## config.mk

```make
export PLATFORM = sky130hd
export DESIGN_NAME = bbss_top
export DESIGN_NICKNAME = d
export VERILOG_FILES = /design/src/hdl/bbss_pkg.sv /design/src/hdl/bbss_top.sv
export SDC_FILE = /design/constraint.sdc
export NUM_CORES = 1
export LEC_CHECK = 0
export BUFFER_PORTS_ARGS = -buffer_cell sky130_fd_sc_hd__buf_2
export CELL_PAD_IN_SITES_DETAIL_PLACEMENT = 0
export CELL_PAD_IN_SITES_GLOBAL_PLACEMENT = 1
export CORE_MARGIN = 2
export CORE_UTILIZATION = 41
export CTS_CLUSTER_SIZE = 16
export DETAILED_ROUTE_END_ITERATION = 8
export HOLD_SLACK_MARGIN = 0.12
export PLACE_DENSITY_LB_ADDON = 0.1
export SLEW_MARGIN = 20
export SYNTH_ARGS = -nofsm -noshare
export SYNTH_HDL_FRONTEND = slang
export SYNTH_SLANG_ARGS = --single-unit
```

## constraint.sdc

```tcl
create_clock -name pclk -period 3.85 [get_ports pclk]
set_clock_uncertainty 0.15 [all_clocks]
set_input_delay 0.1925 -clock pclk [delete_from_list [all_inputs] [get_ports pclk]]
set_output_delay 0.1925 -clock pclk [all_outputs]
set_load 0.05 [all_outputs]
```

## src/hdl/bbss_pkg.sv

```systemverilog
// How it works
// Enable pin high runs the converter; low means power-down.
// Enable must stay low at least 50 us before disable counts.
// Pin disable never turns on the active discharge path.
// Enable high, discharge bit set, soft-enable clear: stop and discharge.
// Above lockout with enable high: initialise, then read programmable memory.
// Soft-start ramps output at programmed rate only after memory read.
// Peak current limit acts per overcurrent action field.
// Hiccup: each overcurrent stops converter 100 ms, then retries.
// Shutdown action latches off until supply, enable or soft-enable cycle.
// Current-limit action keeps switching at peak limit, output may sag.
// Over-temperature stops switching until temperature falls by hysteresis.
// After thermal recovery run full soft-start, regulate to voltage setting.
// Buck PWM: D on, C off, A and B synchronous pair.
// Buck PWM cycle: A to upper, dead-time, B to lower, dead-time.
// Boost PWM: A on, B off, C to upper, dead-time, D to lower.
// PWM when forced mode is 0x2, otherwise only at high load.
// Buck PFM pulse: A, dead-time, B, then idle to lower threshold.
// Boost PFM pulse: A, C, dead-time, D, then all off; B off.
// PFM pulses repeat to upper threshold, then pause until lower.
// PFM only in automatic mode at light load, with hysteresis band.
// Near input voltage, alternate buck and boost patterns as needed.
// Forced mode defaults to normal automatic operation after power-up.
// Forced bypass turns A and D on, all else powered down.
// All comparator inputs synchronised to the clock before use.
// Never both switches of a leg on; handover passes a dead-time. Entering bypass hands B to A or C to D in one cycle, no dead-time.
package bbss_pkg;
  localparam int unsigned CLK_MHZ          = 250;
  localparam int unsigned EN_LOW_US        = 50;
  localparam int unsigned EN_LOW_CYCLES    = EN_LOW_US * CLK_MHZ;
  localparam int unsigned HICCUP_MS        = 100;
  localparam int unsigned HICCUP_CYCLES    = HICCUP_MS * 1000 * CLK_MHZ;
  localparam int unsigned DEAD_CYCLES      = 4;
  localparam int unsigned INIT_CYCLES      = 16;
  localparam int unsigned APB_AW           = 12;
  localparam logic [11:0] CFG_OFFSET       = 12'h000;
  localparam logic [11:0] VSET_OFFSET      = 12'h004;
  localparam logic [11:0] STATUS_OFFSET    = 12'h008;
  localparam logic [11:0] OTP_OFFSET       = 12'h00C;
  // Configuration register fields
  localparam int unsigned CFG_SOFT_EN_BIT  = 0;
  localparam int unsigned CFG_SOFT_DISCHARGE_EN_BIT    = 1;
  localparam int unsigned CFG_OCSEL_LSB    = 2;
  localparam int unsigned CFG_FORCED_MODE_SEL_LSB    = 4;
  localparam logic [31:0] CFG_RESET        = 32'h0000_0001;
  localparam logic [1:0]  OC_HICCUP        = 2'h0;
  localparam logic [1:0]  OC_SHUTDOWN      = 2'h1;
  localparam logic [1:0]  OC_LIMIT         = 2'h2;
  localparam logic [1:0]  FM_NORMAL        = 2'h0;
  localparam logic [1:0]  FM_BYPASS        = 2'h1;
  localparam logic [1:0]  FM_PWM           = 2'h2;
  localparam logic [7:0]  VSET_RESET       = 8'h00;
  localparam logic [15:0] RAMP_RESET       = 16'h0010;

  typedef struct packed {
    logic ipk_hi;
    logic ilim;
    logic ipk_lo;
    logic vout_hi;
    logic vout_lo;
    logic heavy_load;
    logic light_load;
    logic vin_gt_vout;
    logic over_temp;
    logic temp_recovered;
    logic uvlo_ok;
  } bbss_cmp_type;

  typedef struct packed {
    logic sw_a;
    logic sw_b;
    logic sw_c;
    logic sw_d;
  } bbss_sw_type;

  typedef enum logic [7:0] {
    ST_OFF      = 8'h01,
    ST_INIT     = 8'h02,
    ST_OTP      = 8'h04,
    ST_SOFT     = 8'h08,
    ST_RUN      = 8'h10,
    ST_HICCUP   = 8'h20,
    ST_LATCHED  = 8'h40,
    ST_THERMAL  = 8'h80
  } bbss_seq_type;

  typedef enum logic [5:0] {
    PH_IDLE  = 6'h01,
    PH_ON1   = 6'h02,
    PH_DT1   = 6'h04,
    PH_ON2   = 6'h08,
    PH_DT2   = 6'h10,
    PH_AHEAD = 6'h20
  } bbss_phase_type;
endpackage

```

## src/hdl/bbss_top.sv

```systemverilog
`timescale 1ns/10ps
module bbss_top
  import bbss_pkg::*;
#(
  parameter int unsigned EN_LOW_CNT = EN_LOW_CYCLES,
  parameter int unsigned HICCUP_CNT = HICCUP_CYCLES
) (
  input  wire logic               pclk,
  input  wire logic               presetn,
  input  wire logic               psel,
  input  wire logic               penable,
  input  wire logic               pwrite,
  input  wire logic [APB_AW-1:0]  paddr,
  input  wire logic [31:0]        pwdata,
  input  wire logic [3:0]         pstrb,
  output logic      [31:0]        prdata,
  output logic                    pready,
  output logic                    pslverr,
  input  wire logic               en_pin,
  input  wire bbss_cmp_type       cmp_in,
  input  wire logic [7:0]         otp_vset,
  input  wire logic [15:0]        otp_ramp,
  output bbss_sw_type             sw,
  output logic                    discharge_on,
  output logic                    bias_on,
  output logic [7:0]              vref_code,
  output logic                    regulating
);
  bbss_cmp_type   cmp_meta;
  bbss_cmp_type   cmp;
  logic           en_meta;
  logic           en_sync;
  logic [31:0]    converter_config_reg;
  logic [7:0]     vset;
  logic [7:0]     otp_vset_q;
  logic [15:0]    ramp_q;
  logic           oc_flag;
  logic           ot_flag;
  bbss_seq_type   seq;
  bbss_phase_type ph;
  logic [31:0]    en_low_cnt;
  logic           en_ok;
  logic [31:0]    timer;
  logic [15:0]    ramp_cnt;
  logic [2:0]     dt_cnt;
  logic           pfm_mode;
  logic           boost;
  logic           cycle_boost;
  logic           soft_en_prev;
  logic           cold_start;
  logic           run_req;
  logic           soft_en;
  logic           soft_discharge_en_bit;
  logic [1:0]     overcurrent_action_sel;
  logic [1:0]     forced_mode_sel;
  logic           bypass;
  logic           apb_wr;
  logic           apb_rd;
  logic           dt_done;
  logic           oc_trip;
  bbss_sw_type    next_sw;

  function automatic logic [31:0] merge_bytes(input logic [31:0] old_v,
                                              input logic [31:0] new_v,
                                              input logic [3:0]  strb);
    logic [31:0] r;
    r = old_v;
    for (int i = 0; i < 4; i++) begin
      if (strb[i]) begin
        r[i*8 +: 8] = new_v[i*8 +: 8];
      end
    end
    return r;
  endfunction

  assign soft_en                = converter_config_reg[CFG_SOFT_EN_BIT];
  assign soft_discharge_en_bit              = converter_config_reg[CFG_SOFT_DISCHARGE_EN_BIT];
  assign overcurrent_action_sel = converter_config_reg[CFG_OCSEL_LSB +: 2];
  assign forced_mode_sel        = converter_config_reg[CFG_FORCED_MODE_SEL_LSB +: 2];
  assign bypass                 = (forced_mode_sel == FM_BYPASS) && en_ok && cmp.uvlo_ok;
  assign run_req                = en_ok && cmp.uvlo_ok && soft_en && !bypass;
  assign apb_wr                 = psel && penable && pwrite;
  assign apb_rd                 = psel && !pwrite;
  assign pready                 = 1'b1;
  assign dt_done                = (dt_cnt == 3'(DEAD_CYCLES - 1));
  assign oc_trip                = cmp.ilim && (seq == ST_RUN || seq == ST_SOFT);

  // Two-stage synchronisers
  always_ff @(posedge pclk or negedge presetn) begin
    if (!presetn) begin
      cmp_meta <= '0;
      cmp      <= '0;
      en_meta  <= 1'b0;
      en_sync  <= 1'b0;
    end else begin
      cmp_meta <= cmp_in;
      cmp      <= cmp_meta;
      en_meta  <= en_pin;
      en_sync  <= en_meta;
    end
  end

  // Enable low filter
  always_ff @(posedge pclk or negedge presetn) begin
    if (!presetn) begin
      en_low_cnt <= '0;
      en_ok      <= 1'b0;
    end else if (en_sync) begin
      en_low_cnt <= '0;
      en_ok      <= 1'b1;
    end else if (en_low_cnt >= EN_LOW_CNT - 1) begin
      en_ok      <= 1'b0;
    end else begin
      en_low_cnt <= en_low_cnt + 32'd1;
    end
  end

  // APB register writes
  always_ff @(posedge pclk or negedge presetn) begin
    if (!presetn) begin
      converter_config_reg <= CFG_RESET;
      vset                 <= VSET_RESET;
      soft_en_prev         <= 1'b1;
    end else begin
      soft_en_prev <= soft_en;
      if (apb_wr && paddr == CFG_OFFSET) begin
        converter_config_reg <= merge_bytes(converter_config_reg, pwdata, pstrb) & 32'h0000_003F;
      end
      if (seq == ST_OTP && cold_start) begin
        vset <= otp_vset;
      end else if (apb_wr && paddr == VSET_OFFSET && pstrb[0]) begin
        vset <= pwdata[7:0];
      end
    end
  end

  // Sticky fault flags, cleared on read, set wins
  always_ff @(posedge pclk or negedge presetn) begin
    if (!presetn) begin
      oc_flag <= 1'b0;
      ot_flag <= 1'b0;
    end else begin
      oc_flag <= oc_trip || (oc_flag && !(apb_rd && penable && paddr == STATUS_OFFSET));
      ot_flag <= cmp.over_temp || (ot_flag && !(apb_rd && penable && paddr == STATUS_OFFSET));
    end
  end

  always_ff @(posedge pclk or negedge presetn) begin
    if (!presetn) begin
      prdata  <= '0;
      pslverr <= 1'b0;
    end else if (psel && !penable) begin
      pslverr <= 1'b0;
      prdata  <= '0;
      case (paddr)
        CFG_OFFSET:    prdata <= converter_config_reg;
        VSET_OFFSET:   prdata <= {24'h000000, vset};
        STATUS_OFFSET: prdata <= {16'h0000, seq, 4'h0, boost, pfm_mode, ot_flag, oc_flag};
        OTP_OFFSET:    prdata <= {8'h00, otp_vset_q, ramp_q};
        default:       pslverr <= 1'b1;
      endcase
    end
  end

  // Start-up and protection sequencer
  always_ff @(posedge pclk or negedge presetn) begin
    if (!presetn) begin
      seq        <= ST_OFF;
      timer      <= '0;
      ramp_cnt   <= '0;
      vref_code  <= '0;
      otp_vset_q <= VSET_RESET;
      ramp_q     <= RAMP_RESET;
      cold_start <= 1'b1;
    end else if (!run_req && seq != ST_LATCHED) begin
      seq        <= ST_OFF;
      vref_code  <= '0;
      timer      <= '0;
      cold_start <= 1'b1;
    end else if (cmp.over_temp && seq != ST_OFF && seq != ST_LATCHED) begin
      seq       <= ST_THERMAL;
      vref_code <= '0;
    end else begin
      case (seq)
        ST_OFF: begin
          seq   <= ST_INIT;
          timer <= '0;
        end
        ST_INIT: begin
          timer <= timer + 32'd1;
          if (timer == 32'(INIT_CYCLES - 1)) begin
            seq <= ST_OTP;
          end
        end
        ST_OTP: begin
          otp_vset_q <= otp_vset;
          ramp_q     <= (otp_ramp == 16'h0000) ? 16'h0001 : otp_ramp;
          ramp_cnt   <= '0;
          vref_code  <= '0;
          seq        <= ST_SOFT;
          cold_start <= 1'b0;
        end
        ST_SOFT: begin
          if (oc_trip && overcurrent_action_sel == OC_HICCUP) begin
            seq   <= ST_HICCUP;
            timer <= '0;
          end else if (oc_trip && overcurrent_action_sel == OC_SHUTDOWN) begin
            seq <= ST_LATCHED;
          end else if (vref_code >= vset) begin
            vref_code <= vset;
            seq       <= ST_RUN;
          end else if (ramp_cnt >= ramp_q - 16'h0001) begin
            ramp_cnt  <= '0;
            vref_code <= vref_code + 8'h01;
          end else begin
            ramp_cnt <= ramp_cnt + 16'h0001;
          end
        end
        ST_RUN: begin
          vref_code <= vset;
          if (oc_trip && overcurrent_action_sel == OC_HICCUP) begin
            seq   <= ST_HICCUP;
            timer <= '0;
          end else if (oc_trip && overcurrent_action_sel == OC_SHUTDOWN) begin
            seq <= ST_LATCHED;
          end
        end
        ST_HICCUP: begin
          vref_code <= '0;
          timer     <= timer + 32'd1;
          if (timer >= HICCUP_CNT - 1) begin
            seq <= ST_INIT;
            timer <= '0;
          end
        end
        ST_LATCHED: begin
          vref_code <= '0;
          if (!en_ok || !cmp.uvlo_ok || (!soft_en && soft_en_prev)) begin
            seq <= ST_OFF;
          end
        end
        ST_THERMAL: begin
          if (cmp.temp_recovered && !cmp.over_temp) begin
            seq   <= ST_INIT;
            timer <= '0;
          end
        end
        default: seq <= ST_OFF;
      endcase
    end
  end

  // Mode selection: PWM/PFM with hysteresis, buck/boost
  always_ff @(posedge pclk or negedge presetn) begin
    if (!presetn) begin
      pfm_mode <= 1'b1;
      boost    <= 1'b0;
    end else begin
      boost <= !cmp.vin_gt_vout;
      if (forced_mode_sel == FM_PWM) begin
        pfm_mode <= 1'b0;
      end else if (pfm_mode && cmp.heavy_load) begin
        pfm_mode <= 1'b0;
      end else if (!pfm_mode && cmp.light_load) begin
        pfm_mode <= 1'b1;
      end
    end
  end

  // Switch phase machine
  always_ff @(posedge pclk or negedge presetn) begin
    if (!presetn) begin
      ph          <= PH_IDLE;
      dt_cnt      <= '0;
      cycle_boost <= 1'b0;
    end else if (seq != ST_SOFT && seq != ST_RUN) begin
      ph     <= PH_IDLE;
      dt_cnt <= '0;
    end else begin
      case (ph)
        PH_IDLE: begin
          dt_cnt      <= '0;
          cycle_boost <= boost;
          if (!pfm_mode || cmp.vout_lo) begin
            ph <= boost ? PH_AHEAD : PH_ON1;
          end
        end
        PH_AHEAD: begin
          dt_cnt <= dt_cnt + 3'd1;
          if (dt_done) begin
            dt_cnt <= '0;
            ph     <= PH_ON1;
          end
        end
        PH_ON1: begin
          if (cmp.ipk_hi) begin
            ph <= PH_DT1;
          end
        end
        PH_DT1: begin
          dt_cnt <= dt_cnt + 3'd1;
          if (dt_done) begin
            dt_cnt <= '0;
            ph     <= PH_ON2;
          end
        end
        PH_ON2: begin
          if (cmp.ipk_lo) begin
            ph <= PH_DT2;
          end
        end
        PH_DT2: begin
          dt_cnt <= dt_cnt + 3'd1;
          if (dt_done) begin
            dt_cnt <= '0;
            if (pfm_mode && cmp.vout_hi) begin
              ph <= PH_IDLE;
            end else if (pfm_mode) begin
              cycle_boost <= boost;
              ph          <= boost ? PH_AHEAD : PH_ON1;
            end else begin
              cycle_boost <= boost;
              ph          <= (boost && !cycle_boost) ? PH_AHEAD : PH_ON1;
            end
          end
        end
        default: ph <= PH_IDLE;
      endcase
    end
  end

  // Switch decode
  always_comb begin
    next_sw = '0;
    if (bypass) begin
      next_sw.sw_a = 1'b1;
      next_sw.sw_d = 1'b1;
    end else if (seq == ST_SOFT || seq == ST_RUN) begin
      if (!cycle_boost) begin
        next_sw.sw_d = 1'b1;
        next_sw.sw_a = (ph == PH_ON1);
        next_sw.sw_b = (ph == PH_ON2);
      end else begin
        next_sw.sw_a = !pfm_mode || (ph != PH_IDLE);
        next_sw.sw_c = (ph == PH_ON1);
        next_sw.sw_d = (ph == PH_ON2);
      end
    end
  end

  // Registered switch drive, legs never overlap
  always_ff @(posedge pclk or negedge presetn) begin
    if (!presetn) begin
      sw           <= '0;
      discharge_on <= 1'b0;
      bias_on      <= 1'b0;
      regulating   <= 1'b0;
    end else begin
      sw.sw_a      <= next_sw.sw_a && !next_sw.sw_b;
      sw.sw_b      <= next_sw.sw_b && !next_sw.sw_a;
      sw.sw_c      <= next_sw.sw_c && !next_sw.sw_d;
      sw.sw_d      <= next_sw.sw_d && !next_sw.sw_c;
      discharge_on <= en_ok && cmp.uvlo_ok && soft_discharge_en_bit && !soft_en && seq == ST_OFF;
      bias_on      <= en_ok && !bypass;
      regulating   <= (seq == ST_RUN);
    end
  end
endmodule // bbss_top

```

==> flow_summary_export.csv <==
group,metric,value,unit
status,status,"finished, final reports clean",
routing,route.antenna.remaining_nets,0,
logic_synthesis,synth-async-reset-ratio,1.000,
global_routing,number_of_antenna_violations_at_the_first_check_in_global_routing,0,
logic_synthesis,yosys.area_share.adder,0.03404,
timing,fin_crit_sh,0.9581,
critical_path,max_stage_delay_cell_worst_path,"sky130_fd_sc_hd__dfrtp_2",
floorplanning,chipHeight,168.0,um
timing,achievable-frequency,0.2711,GHz
floorplanning,rows,60,
clock_network,clock_tree.root_cell,"sky130_fd_sc_hd__clkbuf_16",
logic_synthesis,syn_avg_cell_area,9.714,sq um
clock_network,cts.sink_count,207,
logic_synthesis,synth_cell_type_count,71,
finish,n_antenna_cell,0,
finish,biggestRegsByFlops,"en_low_cnt: 32 flops, timer: 32 flops, prdata: 24 flops",
routing,drt_first_pass_iters,5,
logic_synthesis,synth_top_area_share,0.4539,
logic_synthesis,synth-compound-area-share,0.1322,
run,max_cap_viol_count,0,
pwr,totalPowerFinal,5.139,mW
critical_path,timing.critical_path.slowest_cell_delay,0.46,ns
logic_synthesis,synthCells,1135,
global_routing,grt_first_pass_wirelength,49.69,mm
logic_synthesis,synth_xor_xnor_area_share,0.02463,
routing,num_vias,9285,
clock_network,numCtsBuffers,26,
critical_path,regToRegSetupSlack,0.16,ns
critical_path,critical_path.cell_chain,"inv_1 -> ha_1 -> nand2_1 -> or2_2 -> nor2b_2 -> nand2_1 -> xor2_1 -> ha_1 -> o21ai_1 -> o2111ai_1 -> a2111o_1 -> a2111oi_4 -> nor2_2 -> mux2_2",
timing,period_needed,3.689,ns
critical_path,cp_num_buf_inv,1,
pwr,power_density,376.9,mW/mm^2
global_routing,grtUsageTotal,0.2176,
clock_network,clk-insertion-delay-late,0.55,ns
timing,slew_viol_final,0,
logic_synthesis,synth-warning-count,0,
floorplanning,design.die.area,0.02822,sq mm
critical_path,required_time_reported_for_the_critical_path_endpoint,4.14,ns
placed_design,place_ws,-0.08359,ns
floorplanning,die_w,168.0,um
floorplanning,ios,138,
finish,finalNetCount,1419,
timing,final.setup.worst_slack,0.1612,ns
pwr,ir_worst_vdd,298.3,uV
finish,area.growth.synth_to_final,23.66,%
clock_network,cts_htree_levels,1,
timing,timing_worst_slew_pin_value,0.9026,ns
finish,fillerInstances,2435,
timing,grt_setup_unrepaired,"no",
logic_synthesis,mappedNetlistArea,0.01103,sq mm
logic_synthesis,combinational_family_with_the_most_area_after_synthesis,"simple AND/OR/NAND/NOR gates",
logic_synthesis,synthDominantAreaCellType,"sky130_fd_sc_hd__dfrtp_1",
finish,layout.cells.most_common_list,"sky130_fd_sc_hd__dfrtp_1, sky130_fd_sc_hd__nand2_1, sky130_fd_sc_hd__buf_2, sky130_fd_sc_hd__nor2_1, sky130_fd_sc_hd__o21ai_0",
routing,routed_wl,30.56,mm
critical_path,setup.worst_path.end_class,"flip-flop",
worst_hold_path,worst_hold_path.num_cells,2,
logic_synthesis,ys_seq_elements,207,
clock_network,longest_clk_path_bufs,3,
global_routing,maximum_number_of_pins_on_one_net_before_global_route_repair,75,
routing,avgRoutedWirePerCell,18.41,um
routing,drc,0,
critical_path,timing.setup.critical_path_class,"flip-flop to flip-flop",
logic_synthesis,synthTopCellsByArea,"sky130_fd_sc_hd__dfrtp_1, sky130_fd_sc_hd__nand2_1, sky130_fd_sc_hd__mux2_2, sky130_fd_sc_hd__ha_1, sky130_fd_sc_hd__o21ai_0",
critical_path,crit_arrival,3.97,ns
critical_path,critical_path_peak_fanout,6,
logic_synthesis,synthSimpleGateAreaFrac,0.2461,
global_routing,gr-total-overflow,0,
logic_synthesis,synth.area.mux_share,0.05470,
floorplanning,design.core.area,0.02665,sq mm
floorplanning,initial_util,0.4137,
logic_synthesis,part_of_the_yosys_area_used_for_sequential_elements,0.4706,
critical_path,rr_startpoint,"ramp_q[1]$_DFFE_PN0P_",
logic_synthesis,number_of_flops_mapped_to_enable_cells_by_yosys,0,
finish,layout_cells_sized_above_1,0.1926,
finish,layout.cell_area.non_filler,0.01363,sq mm
placed_design,finalWeightedCongestion,0.8122,
pwr,power.static_leakage,6.110,nW
worst_hold_path,hp-class,"input pin to flip-flop",
clock_network,tritoncts,"done",
critical_path,number_of_cells_traversed_by_the_worst_register_to_register_path,14,
global_routing,first_global_vias,9069,
placed_design,postPlaceCellArea,0.01201,sq mm
clock_network,path_clk_slew,0.06,ns
finish,mostFrequentLayoutCell,"sky130_fd_sc_hd__dfrtp_1",
critical_path,setup.worst_path.start,"ramp_q[1]$_DFFE_PN0P_",
placed_design,io_buffer_count,101,
timing,worst_slew_margin_rel,0.3982,
critical_path,setup.worst_path.start_class,"flip-flop",
routing,routed_via_density,5.593,
routing,dr.first_iter.drc_count,534,
timing,finalHoldViolCount,0,
timing,setup_viol,0,
logic_synthesis,synthFlopType,"sky130_fd_sc_hd__dfrtp_1",
placed_design,detailed_place_hpwl,20.74,mm
critical_path,critical-path-top-delay-family,"compound AO/OA/AOI/OAI gates",
critical_path,crit_cells,14,
worst_hold_path,hp-start,"cmp_in[7]",
## path summary, 6_finish.rpt
path,to
worst max-delay path,vref_code[1]$_DFFE_PN0P_
worst min-delay path,cmp_meta[7]$_DFF_PN0_
worst max register to register,vref_code[1]$_DFFE_PN0P_
worst min register to register,cmp[0]$_DFF_PN0_
max in group asynchronous,ramp_q[4]$_DFFE_PN1P_
min in group asynchronous,vset[5]$_DFFE_PN0P_
## cell type report
type                            instances  area (sq um)  area share
Clock buffer                           33         696.9     0.05112
Clock inverter                         14         265.3     0.01945
Inverter                               25         93.84    0.006883
Multi-Input combinational cell        844          5530      0.4056
Sequential cell                       207          5190      0.3807
Tap cell                              341         426.7     0.03129
Timing Repair Buffer                  196          1431      0.1050
## through the flow
| stage | std cells | TNS (ns) | util | hold slack [ns] |
|---|---|---|---|---|
| floorplan | 1142 | 0 | - | -0.2531 |
| detailed placement | 1554 | -0.3300 | 0.4505 | 0.08188 |
| finish | 1660 | 0 | 0.5116 | 0.1404 |
| CTS | 1660 | 0 | 0.5099 | 0.1238 |
| global placement | 1554 | -0.1609 | 0.4505 | 0.07781 |
| global route | 1660 | 0 | 0.5116 | 0.1362 |
## metal layers
layer | up-vias | global-route usage | part of all wire
li1 | 4491 | - | -
met4 | 0 | 0.04953 | 0.020
met3 | 43 | 0.02985 | 0.044
met2 | 203 | 0.3428 | 0.45
met1 | 4548 | 0.3195 | 0.48
met5 | - | 0 | 0
## cells in the mapped netlist (10+ instances only)
master                       n
sky130_fd_sc_hd__mux2_2     34
sky130_fd_sc_hd__buf_4      13
sky130_fd_sc_hd__inv_1      25
sky130_fd_sc_hd__nor2_1     82
sky130_fd_sc_hd__a21oi_1    23
sky130_fd_sc_hd__nand2_1   126
sky130_fd_sc_hd__xnor2_1    24
sky130_fd_sc_hd__buf_2      14
sky130_fd_sc_hd__o21ai_0    75
sky130_fd_sc_hd__nor4_1     34
sky130_fd_sc_hd__clkbuf_1   37
sky130_fd_sc_hd__nor3_1     30
sky130_fd_sc_hd__and3_1     26
sky130_fd_sc_hd__and2_1     10
sky130_fd_sc_hd__o21ai_1    15
sky130_fd_sc_hd__mux2i_1    13
sky130_fd_sc_hd__ha_1       30
sky130_fd_sc_hd__nand4_1    32
sky130_fd_sc_hd__nor2b_1    29
sky130_fd_sc_hd__dfrtp_1   200
sky130_fd_sc_hd__nor3b_1    17
sky130_fd_sc_hd__a32o_1     28
sky130_fd_sc_hd__nand3_1    61
## cell families after synthesis
| group | Yosys count |
|---|---|
| AOI/OAI and AO/OA | 212 |
| xor gates and xnor gates | 31 |
| adders and majority gates | 30 |
| buffers and inverters | 91 |
| DFF | 207 |
| muxes | 51 |
| other | 2 |
| and+or+nand+nor | 511 |
## timing repair
action,CTS,global route
setup endpoints to repair,9,24
pin swaps,0,1
gates resized for setup,3,8
buffers inserted,0,0
hold endpoints to repair,222,0
hold buffers,59,0
## where the power goes
part	internal, mW	total, mW	switching [mW]
sequential	2.20	2.21	0.0168
combinational	0.0857	0.211	0.126
clock	1.75	2.71	0.964
total	4.03	5.14	1.11
Power figures use the tool's default switching activity.
